### src/ppc_pkg.sv
/*
 pixel control package: register indices, config fields, blink figures, carriers.
 assumes a single pixel clock domain; host and frame buffer pins are asynchronous.
*/
package ppc_pkg;
	localparam int PPC_NPIX = 5;
	localparam logic [2:0] PPC_IDX_READ_MASK = 3'h4;
	localparam logic [2:0] PPC_IDX_BLINK_MASK = 3'h5;
	localparam logic [2:0] PPC_IDX_CONFIG = 3'h6;
	localparam logic [2:0] PPC_IDX_TEST = 3'h7;
	localparam int PPC_CFG_MUX = 7;
	localparam int PPC_CFG_PAL_EN = 6;
	localparam int PPC_CFG_RATE_HI = 5;
	localparam int PPC_CFG_RATE_LO = 4;
	localparam int PPC_CFG_OV1_BLINK = 3;
	localparam int PPC_CFG_OV0_BLINK = 2;
	localparam int PPC_CFG_OV1_DISP = 1;
	localparam int PPC_CFG_OV0_DISP = 0;
	localparam logic [6:0] PPC_BLINK_16 = 7'h10;
	localparam logic [6:0] PPC_BLINK_32 = 7'h20;
	localparam logic [6:0] PPC_BLINK_48 = 7'h30;
	localparam logic [6:0] PPC_BLINK_64 = 7'h40;
	localparam logic [8:0] PPC_RETRACE_LOADS = 9'h100;
	localparam logic [2:0] PPC_SLOT_LAST4 = 3'h3;
	localparam logic [2:0] PPC_SLOT_LAST5 = 3'h4;
	localparam logic PPC_BLINK_ON_RST = 1'b1;

	typedef struct packed {
		logic sync;
		logic blank_n;
		logic [1:0] overlay;
		logic [7:0] addr;
	} ppc_pixel_t;

	typedef struct packed {
		logic use_palette;
		logic sync;
		logic blank_n;
		logic [1:0] overlay;
		logic [7:0] addr;
	} ppc_pix_out_t;

	typedef struct packed {
		logic [7:0] red;
		logic [7:0] green;
		logic [7:0] blue;
	} ppc_rgb_t;

	typedef struct packed {
		logic ce_n;
		logic rd;
		logic [2:0] sel;
		logic [7:0] data;
	} ppc_host_t;

	typedef struct packed {
		logic [7:0] cfg;
		logic [7:0] rmask;
		logic [7:0] bmask;
		logic [3:0] test;
		ppc_host_t host_s1;
		ppc_host_t host_s2;
		logic ce_prev;
		logic [7:0] rd_data;
		logic [1:0] ld_s;
		logic ld_prev;
		ppc_pixel_t [PPC_NPIX-1:0] pix_s1;
		ppc_pixel_t [PPC_NPIX-1:0] pix_s2;
		ppc_pixel_t [PPC_NPIX-1:0] lat;
		logic [2:0] slot;
		logic [8:0] blank_cnt;
		logic [6:0] vcount;
		logic blink_on;
		ppc_pix_out_t out;
	} ppc_state_t;
endpackage

### src/ppc_palette_pixel_control_regs.sv
/*
 host registers of the palette device and the per-pixel gating they steer.
 assumes host strobe, data and pixel load strobe are asynchronous pins, held
 stable for several clocks; the palette RAM and overlay registers sit outside.
*/
`timescale 1ns/100ps
module ppc_palette_pixel_control_regs (
	// clock and reset
	input wire logic i_clock,
	input wire logic i_rst_n,
	// host port
	input wire logic i_host_ce_n,
	input wire logic i_host_rd,
	input wire logic [2:0] i_host_sel,
	input wire logic [7:0] i_host_data,
	output logic [7:0] o_host_data,
	output logic o_host_data_oe,
	// frame buffer side
	input wire logic i_pixel_load_strobe,
	input wire ppc_pkg::ppc_pixel_t [ppc_pkg::PPC_NPIX-1:0] i_pixels,
	// palette side
	input wire ppc_pkg::ppc_rgb_t i_dac_color,
	output ppc_pkg::ppc_pix_out_t o_pixel
);
	ppc_pkg::ppc_state_t st_q;
	ppc_pkg::ppc_state_t st_d;
	logic load_evt;
	logic host_start;
	logic retrace_evt;
	logic mux5;

	function automatic logic [6:0] on_len(input logic [1:0] rate);
		unique case (rate)
			2'b00: on_len = ppc_pkg::PPC_BLINK_16;
			2'b01: on_len = ppc_pkg::PPC_BLINK_16;
			2'b10: on_len = ppc_pkg::PPC_BLINK_32;
			2'b11: on_len = ppc_pkg::PPC_BLINK_64;
		endcase
	endfunction

	function automatic logic [6:0] off_len(input logic [1:0] rate);
		unique case (rate)
			2'b00: off_len = ppc_pkg::PPC_BLINK_48;
			2'b01: off_len = ppc_pkg::PPC_BLINK_16;
			2'b10: off_len = ppc_pkg::PPC_BLINK_32;
			2'b11: off_len = ppc_pkg::PPC_BLINK_64;
		endcase
	endfunction

	// one-hot colour select; b3 high picks low nibble
	function automatic logic [3:0] dac_nibble(input logic [3:0] sel, input ppc_pkg::ppc_rgb_t c);
		logic [7:0] v;
		v = 8'h00;
		unique case (sel[2:0])
			3'b001: v = c.red;
			3'b010: v = c.green;
			3'b100: v = c.blue;
			default: v = 8'h00;
		endcase
		dac_nibble = sel[3] ? v[3:0] : v[7:4];
	endfunction

	assign mux5 = st_q.cfg[ppc_pkg::PPC_CFG_MUX];
	assign load_evt = st_q.ld_s[1] & ~st_q.ld_prev;
	assign host_start = st_q.ce_prev & ~st_q.host_s2.ce_n;
	assign retrace_evt = load_evt & ~st_q.pix_s2[0].blank_n
		& (st_q.blank_cnt == ppc_pkg::PPC_RETRACE_LOADS - 9'h001);

	always_comb begin
		ppc_pkg::ppc_pixel_t p;
		logic [1:0] rate;
		logic [6:0] vnext;
		logic [7:0] bgate;
		p = '0;
		rate = {st_q.cfg[ppc_pkg::PPC_CFG_RATE_HI], st_q.cfg[ppc_pkg::PPC_CFG_RATE_LO]};
		vnext = st_q.vcount + 7'h01;
		bgate = 8'h00;
		st_d = st_q;
		st_d.host_s1 = '{ce_n: i_host_ce_n, rd: i_host_rd, sel: i_host_sel, data: i_host_data};
		st_d.host_s2 = st_q.host_s1;
		st_d.ce_prev = st_q.host_s2.ce_n;
		st_d.ld_s = {st_q.ld_s[0], i_pixel_load_strobe};
		st_d.ld_prev = st_q.ld_s[1];
		st_d.pix_s1 = i_pixels;
		st_d.pix_s2 = st_q.pix_s1;

		// host writes take effect once per strobe
		if (host_start && !st_q.host_s2.rd) begin
			unique case (st_q.host_s2.sel)
				ppc_pkg::PPC_IDX_READ_MASK: st_d.rmask = st_q.host_s2.data;
				ppc_pkg::PPC_IDX_BLINK_MASK: st_d.bmask = st_q.host_s2.data;
				ppc_pkg::PPC_IDX_CONFIG: st_d.cfg = st_q.host_s2.data;
				ppc_pkg::PPC_IDX_TEST: st_d.test = st_q.host_s2.data[3:0];
				default: st_d.rd_data = st_q.rd_data;
			endcase
		end
		// read data refreshed every clock so a live DAC value is seen
		unique case (st_q.host_s2.sel)
			ppc_pkg::PPC_IDX_READ_MASK: st_d.rd_data = st_q.rmask;
			ppc_pkg::PPC_IDX_BLINK_MASK: st_d.rd_data = st_q.bmask;
			ppc_pkg::PPC_IDX_CONFIG: st_d.rd_data = st_q.cfg;
			ppc_pkg::PPC_IDX_TEST: st_d.rd_data = {dac_nibble(st_q.test, i_dac_color), st_q.test};
			default: st_d.rd_data = 8'h00;
		endcase

		// retrace detection and blink phase
		if (load_evt) begin
			if (st_q.pix_s2[0].blank_n) begin
				st_d.blank_cnt = 9'h000;
			end else if (st_q.blank_cnt != ppc_pkg::PPC_RETRACE_LOADS) begin
				st_d.blank_cnt = st_q.blank_cnt + 9'h001;
			end
		end
		if (retrace_evt) begin
			if ({1'b0, vnext} >= {1'b0, on_len(rate)} + {1'b0, off_len(rate)}) begin
				vnext = 7'h00;
			end
			st_d.vcount = vnext;
			st_d.blink_on = vnext < on_len(rate);
		end

		// capture with overlay gating, then serialise one pixel a clock
		if (load_evt) begin
			for (int i = 0; i < ppc_pkg::PPC_NPIX; i++) begin
				p = st_q.pix_s2[i];
				if (!st_q.cfg[ppc_pkg::PPC_CFG_OV0_DISP]) begin
					p.overlay[0] = 1'b0;
				end
				if (!st_q.cfg[ppc_pkg::PPC_CFG_OV1_DISP]) begin
					p.overlay[1] = 1'b0;
				end
				if (st_q.cfg[ppc_pkg::PPC_CFG_OV0_BLINK] && !st_q.blink_on) begin
					p.overlay[0] = 1'b0;
				end
				if (st_q.cfg[ppc_pkg::PPC_CFG_OV1_BLINK] && !st_q.blink_on) begin
					p.overlay[1] = 1'b0;
				end
				if (i == ppc_pkg::PPC_NPIX - 1 && !mux5) begin
					p = '0;
				end
				st_d.lat[i] = p;
			end
			st_d.slot = 3'h0;
		end else if (st_q.slot < (mux5 ? ppc_pkg::PPC_SLOT_LAST5 : ppc_pkg::PPC_SLOT_LAST4)) begin
			st_d.slot = st_q.slot + 3'h1;
		end else begin
			// clamp after a five to four switch so the slot never leaves the latch
			st_d.slot = mux5 ? ppc_pkg::PPC_SLOT_LAST5 : ppc_pkg::PPC_SLOT_LAST4;
		end

		p = st_q.lat[st_q.slot];
		bgate = st_q.blink_on ? 8'hFF : ~st_q.bmask;
		st_d.out.addr = p.addr & st_q.rmask & bgate;
		st_d.out.overlay = p.overlay;
		st_d.out.use_palette = st_q.cfg[ppc_pkg::PPC_CFG_PAL_EN] && p.overlay == 2'b00;
		st_d.out.sync = p.sync;
		st_d.out.blank_n = p.blank_n;
	end

	// host registers deliberately left out of the reset branch
	always_ff @(posedge i_clock or negedge i_rst_n) begin
		if (!i_rst_n) begin
			st_q.host_s1 <= '1;
			st_q.host_s2 <= '1;
			st_q.ce_prev <= 1'b1;
			st_q.rd_data <= 8'h00;
			st_q.ld_s <= 2'b00;
			st_q.ld_prev <= 1'b0;
			st_q.pix_s1 <= '0;
			st_q.pix_s2 <= '0;
			st_q.lat <= '0;
			st_q.slot <= 3'h0;
			st_q.blank_cnt <= 9'h000;
			st_q.vcount <= 7'h00;
			st_q.blink_on <= ppc_pkg::PPC_BLINK_ON_RST;
			st_q.out <= '0;
		end else begin
			st_q <= st_d;
		end
	end

	assign o_host_data = st_q.rd_data;
	assign o_host_data_oe = ~st_q.host_s2.ce_n & st_q.host_s2.rd;
	assign o_pixel = st_q.out;
endmodule

### config.mk
export PLATFORM = sky130hd
export DESIGN_NAME = ppc_palette_pixel_control_regs
export DESIGN_NICKNAME = d
export VERILOG_FILES = /design/src/ppc_pkg.sv /design/src/ppc_palette_pixel_control_regs.sv
export SDC_FILE = /design/constraint.sdc
export NUM_CORES = 1
export LEC_CHECK = 0
export BUFFER_PORTS_ARGS = -buffer_cell sky130_fd_sc_hd__buf_2
export CAP_MARGIN = 20
export CORE_MARGIN = 4
export CORE_UTILIZATION = 47
export DETAILED_ROUTE_END_ITERATION = 10
export GPL_TIMING_DRIVEN = 0
export PLACE_DENSITY_LB_ADDON = 0.1
export SYNTH_ARGS = -nofsm -noshare
export SYNTH_HDL_FRONTEND = slang
export SYNTH_SLANG_ARGS = --single-unit
### constraint.sdc
create_clock -name i_clock -period 3.85 [get_ports i_clock]
set_input_delay 0.1925 -clock i_clock [delete_from_list [all_inputs] [get_ports i_clock]]
set_output_delay 0.1925 -clock i_clock [all_outputs]
set_load 0.02 [all_outputs]
==> results of run 1 <==
[metrics by stage]
| step | area (um^2) | std cells | util | setup slack [ns] |
|---|---|---|---|---|
| 2_1_floorplan | 10000 | 760 | - | 0.970 |
| 3_3_place_gp | 10900 | 1156 | 0.522 | -2.74 |
| 3_5_place_dp | 11000 | 1161 | 0.527 | 0.518 |
| 4_1_cts | 12800 | 1290 | 0.610 | 0.471 |
| 5_1_grt | 12800 | 1290 | 0.610 | 0.100 |
| 6_report | 12800 | 1290 | 0.610 | 0.415 |
[repair_timing]
action                     in CTS  in global routing
setup endpoints to repair       0                  0
hold endpoints to repair      206                  0
hold buffers                   75                  0
[worst min path at each step]
stage,startpoint,to,slack [ns],cells past startpoint
floorplan,i_rst_n,o_host_data[0],-0.10,0
global placement,i_host_rd,st_d[236],0.30,1
detailed placement,i_rst_n,st_d[213],0.09,1
CTS,i_dac_color[6],o_host_data[6],0.006,4
global route,i_dac_color[7],o_host_data[7],0.04,4
finish,i_dac_color[6],o_host_data[6],0.04,4
[worst max-delay path, delay by kind of cell (launching register included)]
kind	cells	cell delay [ns]
fa+ha+maj	3	0.88
xor+xnor	1	0.25
buf+inv	1	0.09
compound gates	5	1.29
simple gates	4	0.45
flops	1	0.42
[power breakdown]
part / switching [mW] / internal [mW] / total [mW]
registers: 0.142 / 3.22 / 3.36
logic: 0.530 / 0.470 / 1.00
clock network: 1.14 / 1.69 / 2.84
[kinds of logic (layout without fill, tap and decap cells)]
family                   count (synthesis)  after routing  synth area share
AO/OA/AOI/OAI                          101            101            0.0693
XOR/XNOR                                 5              5           0.00438
adder cells (fa/ha/maj)                 12             12            0.0150
buffers and inverters                   71            326            0.0363
flip-flops                             279            279             0.716
multiplexers                            27             27            0.0434
other                                    1              1          0.000375
AND/OR/NAND/NOR                        264            264             0.115
[final cells by class]
class                   instances  area [um^2]
inverters                      17         63.8
well taps                     275          344
multi-input cells             410         2480
flip-flops and latches        279         7160
repair buffers                201         1440
clock buffers                  35          800
fillers                      1632         8170
clock inverters                19          203
plain buffers                  54          299
[registers in the layout, indices dropped and copies added, names as in the netlist]
signal and flops:
o_host_data 8, st_q 181, o_pixel 13, st_d 76, mux5 1
[metal layers]
| metal | routed length [um] | up-vias | global-route usage |
|---|---|---|---|
| met5 | 0 | - | 0 |
| met1 | 8630 | 3183 | 0.231 |
| met2 | 10100 | 159 | 0.294 |
| met3 | 1000 | 31 | 0.0298 |
| li1 | - | 3022 | - |
| met4 | 446 | 0 | 0.0505 |
[cells in the mapped netlist (all sizes together), types with 12 or more instances]
| cell type | number |
|---|---|
| dfstp | 28 |
| clkbuf | 18 |
| mux2i | 13 |
| dfrtp | 223 |
| nor2 | 25 |
| nand3 | 17 |
| inv | 17 |
| nand2 | 179 |
| buf | 36 |
| mux4 | 13 |
| o21ai | 34 |
| ha | 12 |
| edfxtp | 28 |
==> run metrics, run 1 <==
outcome finished clean; first-pass GRT wire length between 30000 and 40000 um; RR Endpoint st_q[13]; clock sinks 279; Critical Path RT around 4.3 ns; I/O pins 122; area leader, netlist dfrtp_1; clock root cell clkbuf_16; DR iter-0 viols 363; Startpoint Class register; Layout area overhead 27.9%; # port buffers between 100 and 150; crit-path cells ha_1, and2_1, nand4_1, xor2_1, inv_1, ha_1, nor2_1, a221oi_1, a41o_1, nor2_1, ha_1, a211oi_1, o41ai_1, a31oi_1; PwrDens 563 nW/um^2; crit-path max FO 8; Max clock buf depth 3; final period utilization 0.892; Lkg Pwr 5.93 nW; worst setup path category reg -> reg; worst hold path class in -> reg; Max Cap Viol 0; min Tclk post-route 3.44 ns; DRC violations left 0; setup TNS 0 ns; commonest cells after routing, fill and taps aside 223 x dfrtp_1, 179 x nand2_1, 128 x buf_2; DPL Wire Length about 14000 um; core footprint between 20000 and 25000 um^2; worst reg2reg path depth 14; initial antenna violation count 0; Pre-antenna DRT Iters 4; CTS tree done; post-CTS setup repair buffer count 0; DR WL/cell 15.6 um; post-layout net count 1104; DRT antenna net count 0; Final Hold Fails 0; WHS 0.0376 ns; crit-path most repeated cell ha_1; layout cell share with drive strength beyond 1 0.255; RSZ-0062 raised after global routing false; number of CTS-inserted buffers 29; Die ar. between 20000 and 25000 um^2; FFs w/ async S/R, synth 0.900; Initial Util 0.477; Vias/cell 4.96; Layout Skew about 0.022 ns; Post-synth EDFFs 28; Synth top area share 0.558; Top FF cell, synth dfrtp_1; Slowest Stage Delay on Critical Path 0.42 ns; drt total wl 20100 um; register area share after synthesis 0.716; Slew @ Worst Pin 0.667 ns; Skew-Pair Late Insertion Delay between 0.5 and 0.6 ns; synthesized flop and latch total 279; ranking of synthesized cells by area dfrtp_1 56%, edfxtp_1 8.4%, dfstp_2 7.4%; Syn Nets 872; syn avg cell area 13.2 um^2; Clk pin slew, worst setup/hold paths 0.06 ns; vias in the first global route about 6700; Post-Syn Area about 10000 um^2; worst vdd ir around 420 uV; reg-to-reg slack, setup 0.41 ns; H-tree levels 1; n_diodes 0; row count 53; Max-slew headroom 0.554; Synth Instances 760; chip height 154 um; reg2reg start st_q[14]; post-CTS sizing 0; Synth cell types 53; Critical Path End Type register; endpoints failing setup 0; Die W 154 um; Synth Warn # 0; maximum clock rate 291 MHz; Tot GR Track Use 0.173; total power 7.20 mW; Max Slew Vio Count 0; vias approximately 6400; commonest non-fill, non-tap cell in the layout dfrtp_1; crit path launch st_q[14]; RePlAce Congestion 0.830; CP Data Arrival Time 3.90 ns; GRT Residual Overflow 0; critical path's slowest cell dfrtp_1; largest net degree at the start of global routing approximately 120; CP Capture Point st_q[13]
Power figures use the tool's default switching activity.
==> inputs of run 2 (changes only) <==
--- a/config.mk
+++ b/config.mk
@@ -7,7 +7,6 @@
 export LEC_CHECK = 0
 export BUFFER_PORTS_ARGS = -buffer_cell sky130_fd_sc_hd__buf_2
 export CAP_MARGIN = 20
-export CORE_MARGIN = 4
 export CORE_UTILIZATION = 47
 export DETAILED_ROUTE_END_ITERATION = 10
 export GPL_TIMING_DRIVEN = 0
==> run 2 against run 1 <==
Wire length fell by 2.3%. Critical path depth did not move. Final cell count is 0.78% lower. Hold slack better by 0.022 ns. Die area is 7.6% lower. Design area shrank 1.0%. Clock power fell by 7.7%. Non-clock buffer count is 1 lower. Combinational power about the same. Largest power group unchanged. Count of clock-buffer cells in the layout up 2. Clock skew down 0.0044 ns.
==> run metrics, run 2 (same netlist as run 1, synthesis figures left out) <==
DRT antenna net count 0 (unchanged); initial antenna violation count 0 (unchanged); busiest grt layer met2 (unchanged); Lkg Pwr 5.86 nW (was 5.93 nW); Biggest register st_q (unchanged); RePlAce Congestion 0.828 (was 0.830); clock sinks 279 (unchanged); final period utilization 0.892 (about the same); Die W 148 um (was 154 um); Vias/cell 4.92 (was 4.96); worst setup path category reg -> reg (unchanged); Max Cap Viol 0 (unchanged); min Tclk post-route 3.43 ns (was 3.44 ns); Critical Path RT 4.31 ns (about the same); DRC violations left 0 (unchanged); Placed Cells 1155 (was 1161); number of CTS-inserted buffers 28 (was 29); drt total wl 19700 um (was 20100 um); reg-to-reg slack, setup 0.42 ns (was 0.41 ns); vias in the first global route 6607 (was 6689); Layout Skew 0.0174 ns (was 0.0218 ns); outcome finished clean (unchanged); # port buffers 121 (unchanged); DPL Wire Length 12900 um (was 13600 um); crit-path max FO 8 (unchanged); Post-Place Cell Area 11000 um^2 (about the same); met3 Use GR 0.0281 (was 0.0298); Tot GR Track Use 0.193 (was 0.173); met2 usage 0.326 (was 0.294); Pre-antenna DRT Iters 5 (was 4); CP Data Arrival Time 3.90 ns (about the same); Layout area overhead 26.6% (was 27.9%); worst vdd ir 404 uV (was 416 uV); H-tree levels 1 (unchanged); max FFs per register 181 (unchanged); PwrDens 552 nW/um^2 (was 563 nW/um^2); Critical Path End Type register (unchanged); Clk pin slew, worst setup/hold paths 0.06 ns (about the same); total power 6.98 mW (was 7.20 mW); Max Slew Vio Count 0 (unchanged); Skew-Pair Late Insertion Delay 0.55 ns (about the same); core footprint 20600 um^2 (was 21000 um^2); row count 52 (was 53); GRT Residual Overflow 0 (unchanged); largest net degree at the start of global routing 133 (was 118); RSZ-0062 raised after global routing false (unchanged); Die ar. 21900 um^2 (was 23700 um^2); chip height 148 um (was 154 um); endpoints failing setup 0 (unchanged); Final Cell Area 12700 um^2 (was 12800 um^2); DR WL/cell 15.4 um (was 15.6 um); commonest cells after routing, fill and taps aside 223 x dfrtp_1, 179 x nand2_1, 129 x buf_2 (was 223 x dfrtp_1, 179 x nand2_1, 128 x buf_2); maximum clock rate 291 MHz (about the same); vias 6300 (was 6395); fin util 0.616 (was 0.610); CTS tree done (unchanged); clock root cell clkbuf_16 (unchanged); post-CTS sizing 0 (unchanged); Max clock buf depth 3 (unchanged); DR iter-0 viols 295 (was 363); Initial Util 0.486 (was 0.477); layout cell share with drive strength beyond 1 0.247 (was 0.255); worst hold path class in -> reg (unchanged); WHS 0.0594 ns (was 0.0376 ns); Final Hold Fails 0 (unchanged); post-layout net count 1102 (was 1104); met1 Usage GRT 0.260 (was 0.231); first-pass GRT wire length 33200 um (was 33300 um); Slew @ Worst Pin 0.848 ns (was 0.667 ns); commonest non-fill, non-tap cell in the layout dfrtp_1 (unchanged); n_diodes 0 (unchanged); Max-slew headroom 0.433 (was 0.554); Startpoint Class register (unchanged); fin cells 1280 (was 1290); I/O pins 122 (unchanged)
run 2: report_power, final:
group	internal, mW	total, mW	switching [mW]
combinational	0.468	1.01	0.541
clock	1.52	2.62	1.10
sequential	3.22	3.35	0.130
run 2: worst paths after layout:
path / from / endpoint / cells past startpoint
min in group asynchronous: i_rst_n / st_q[101] / 2
setup / recovery: st_q[14] / st_q[13] / 14
hold reg to reg: st_d[122] / st_q[122] / 0
max in group asynchronous: i_rst_n / st_d[123] / 3
hold / removal: i_dac_color[6] / o_host_data[6] / 4
setup reg to reg: st_q[14] / st_q[13] / 14
run 2: critical path, stage by stage (launching register included):
cell      delay (ns)
dfrtp_1         0.42
ha_1            0.26
and2_1          0.18
nand4_1         0.11
xor2_1          0.25
inv_1           0.09
ha_1            0.32
nor2_1          0.06
a221oi_1        0.40
a41o_1          0.32
nor2_1          0.10
ha_1            0.32
a211oi_1        0.22
o41ai_1         0.10
a31oi_1         0.20
run 2: final cells by class:
| type | count | area, um^2 |
|---|---|---|
| Fill cell | 1620 | 7900 |
| Sequential cell | 279 | 7160 |
| Multi-Input combinational cell | 410 | 2480 |
| Inverter | 17 | 63.8 |
| Clock inverter | 13 | 154 |
| Buffer | 54 | 299 |
| Timing Repair Buffer | 200 | 1410 |
| Clock buffer | 37 | 754 |
| Tap cell | 270 | 338 |
run 2: metrics by stage:
stage	TNS (ns)	setup slack, ns
after detailed placement	0	0.481
after CTS	0	0.419
after floorplan	0	0.970
after global placement	-404.42	-2.74
final	0	0.417
after global routing	0	0.113
run 2: what timing repair did:
| action | in CTS | in global routing |
|---|---|---|
| hold endpoints to repair | 186 | 0 |
| setup buffers | 0 | 0 |
| hold buffers | 75 | 0 |
run 2: per-layer routing:
layer,vias to the layer above,share of wire
met5,-,0
met4,0,0.030
met3,44,0.040
met2,126,0.50
met1,3118,0.43
li1,3012,-
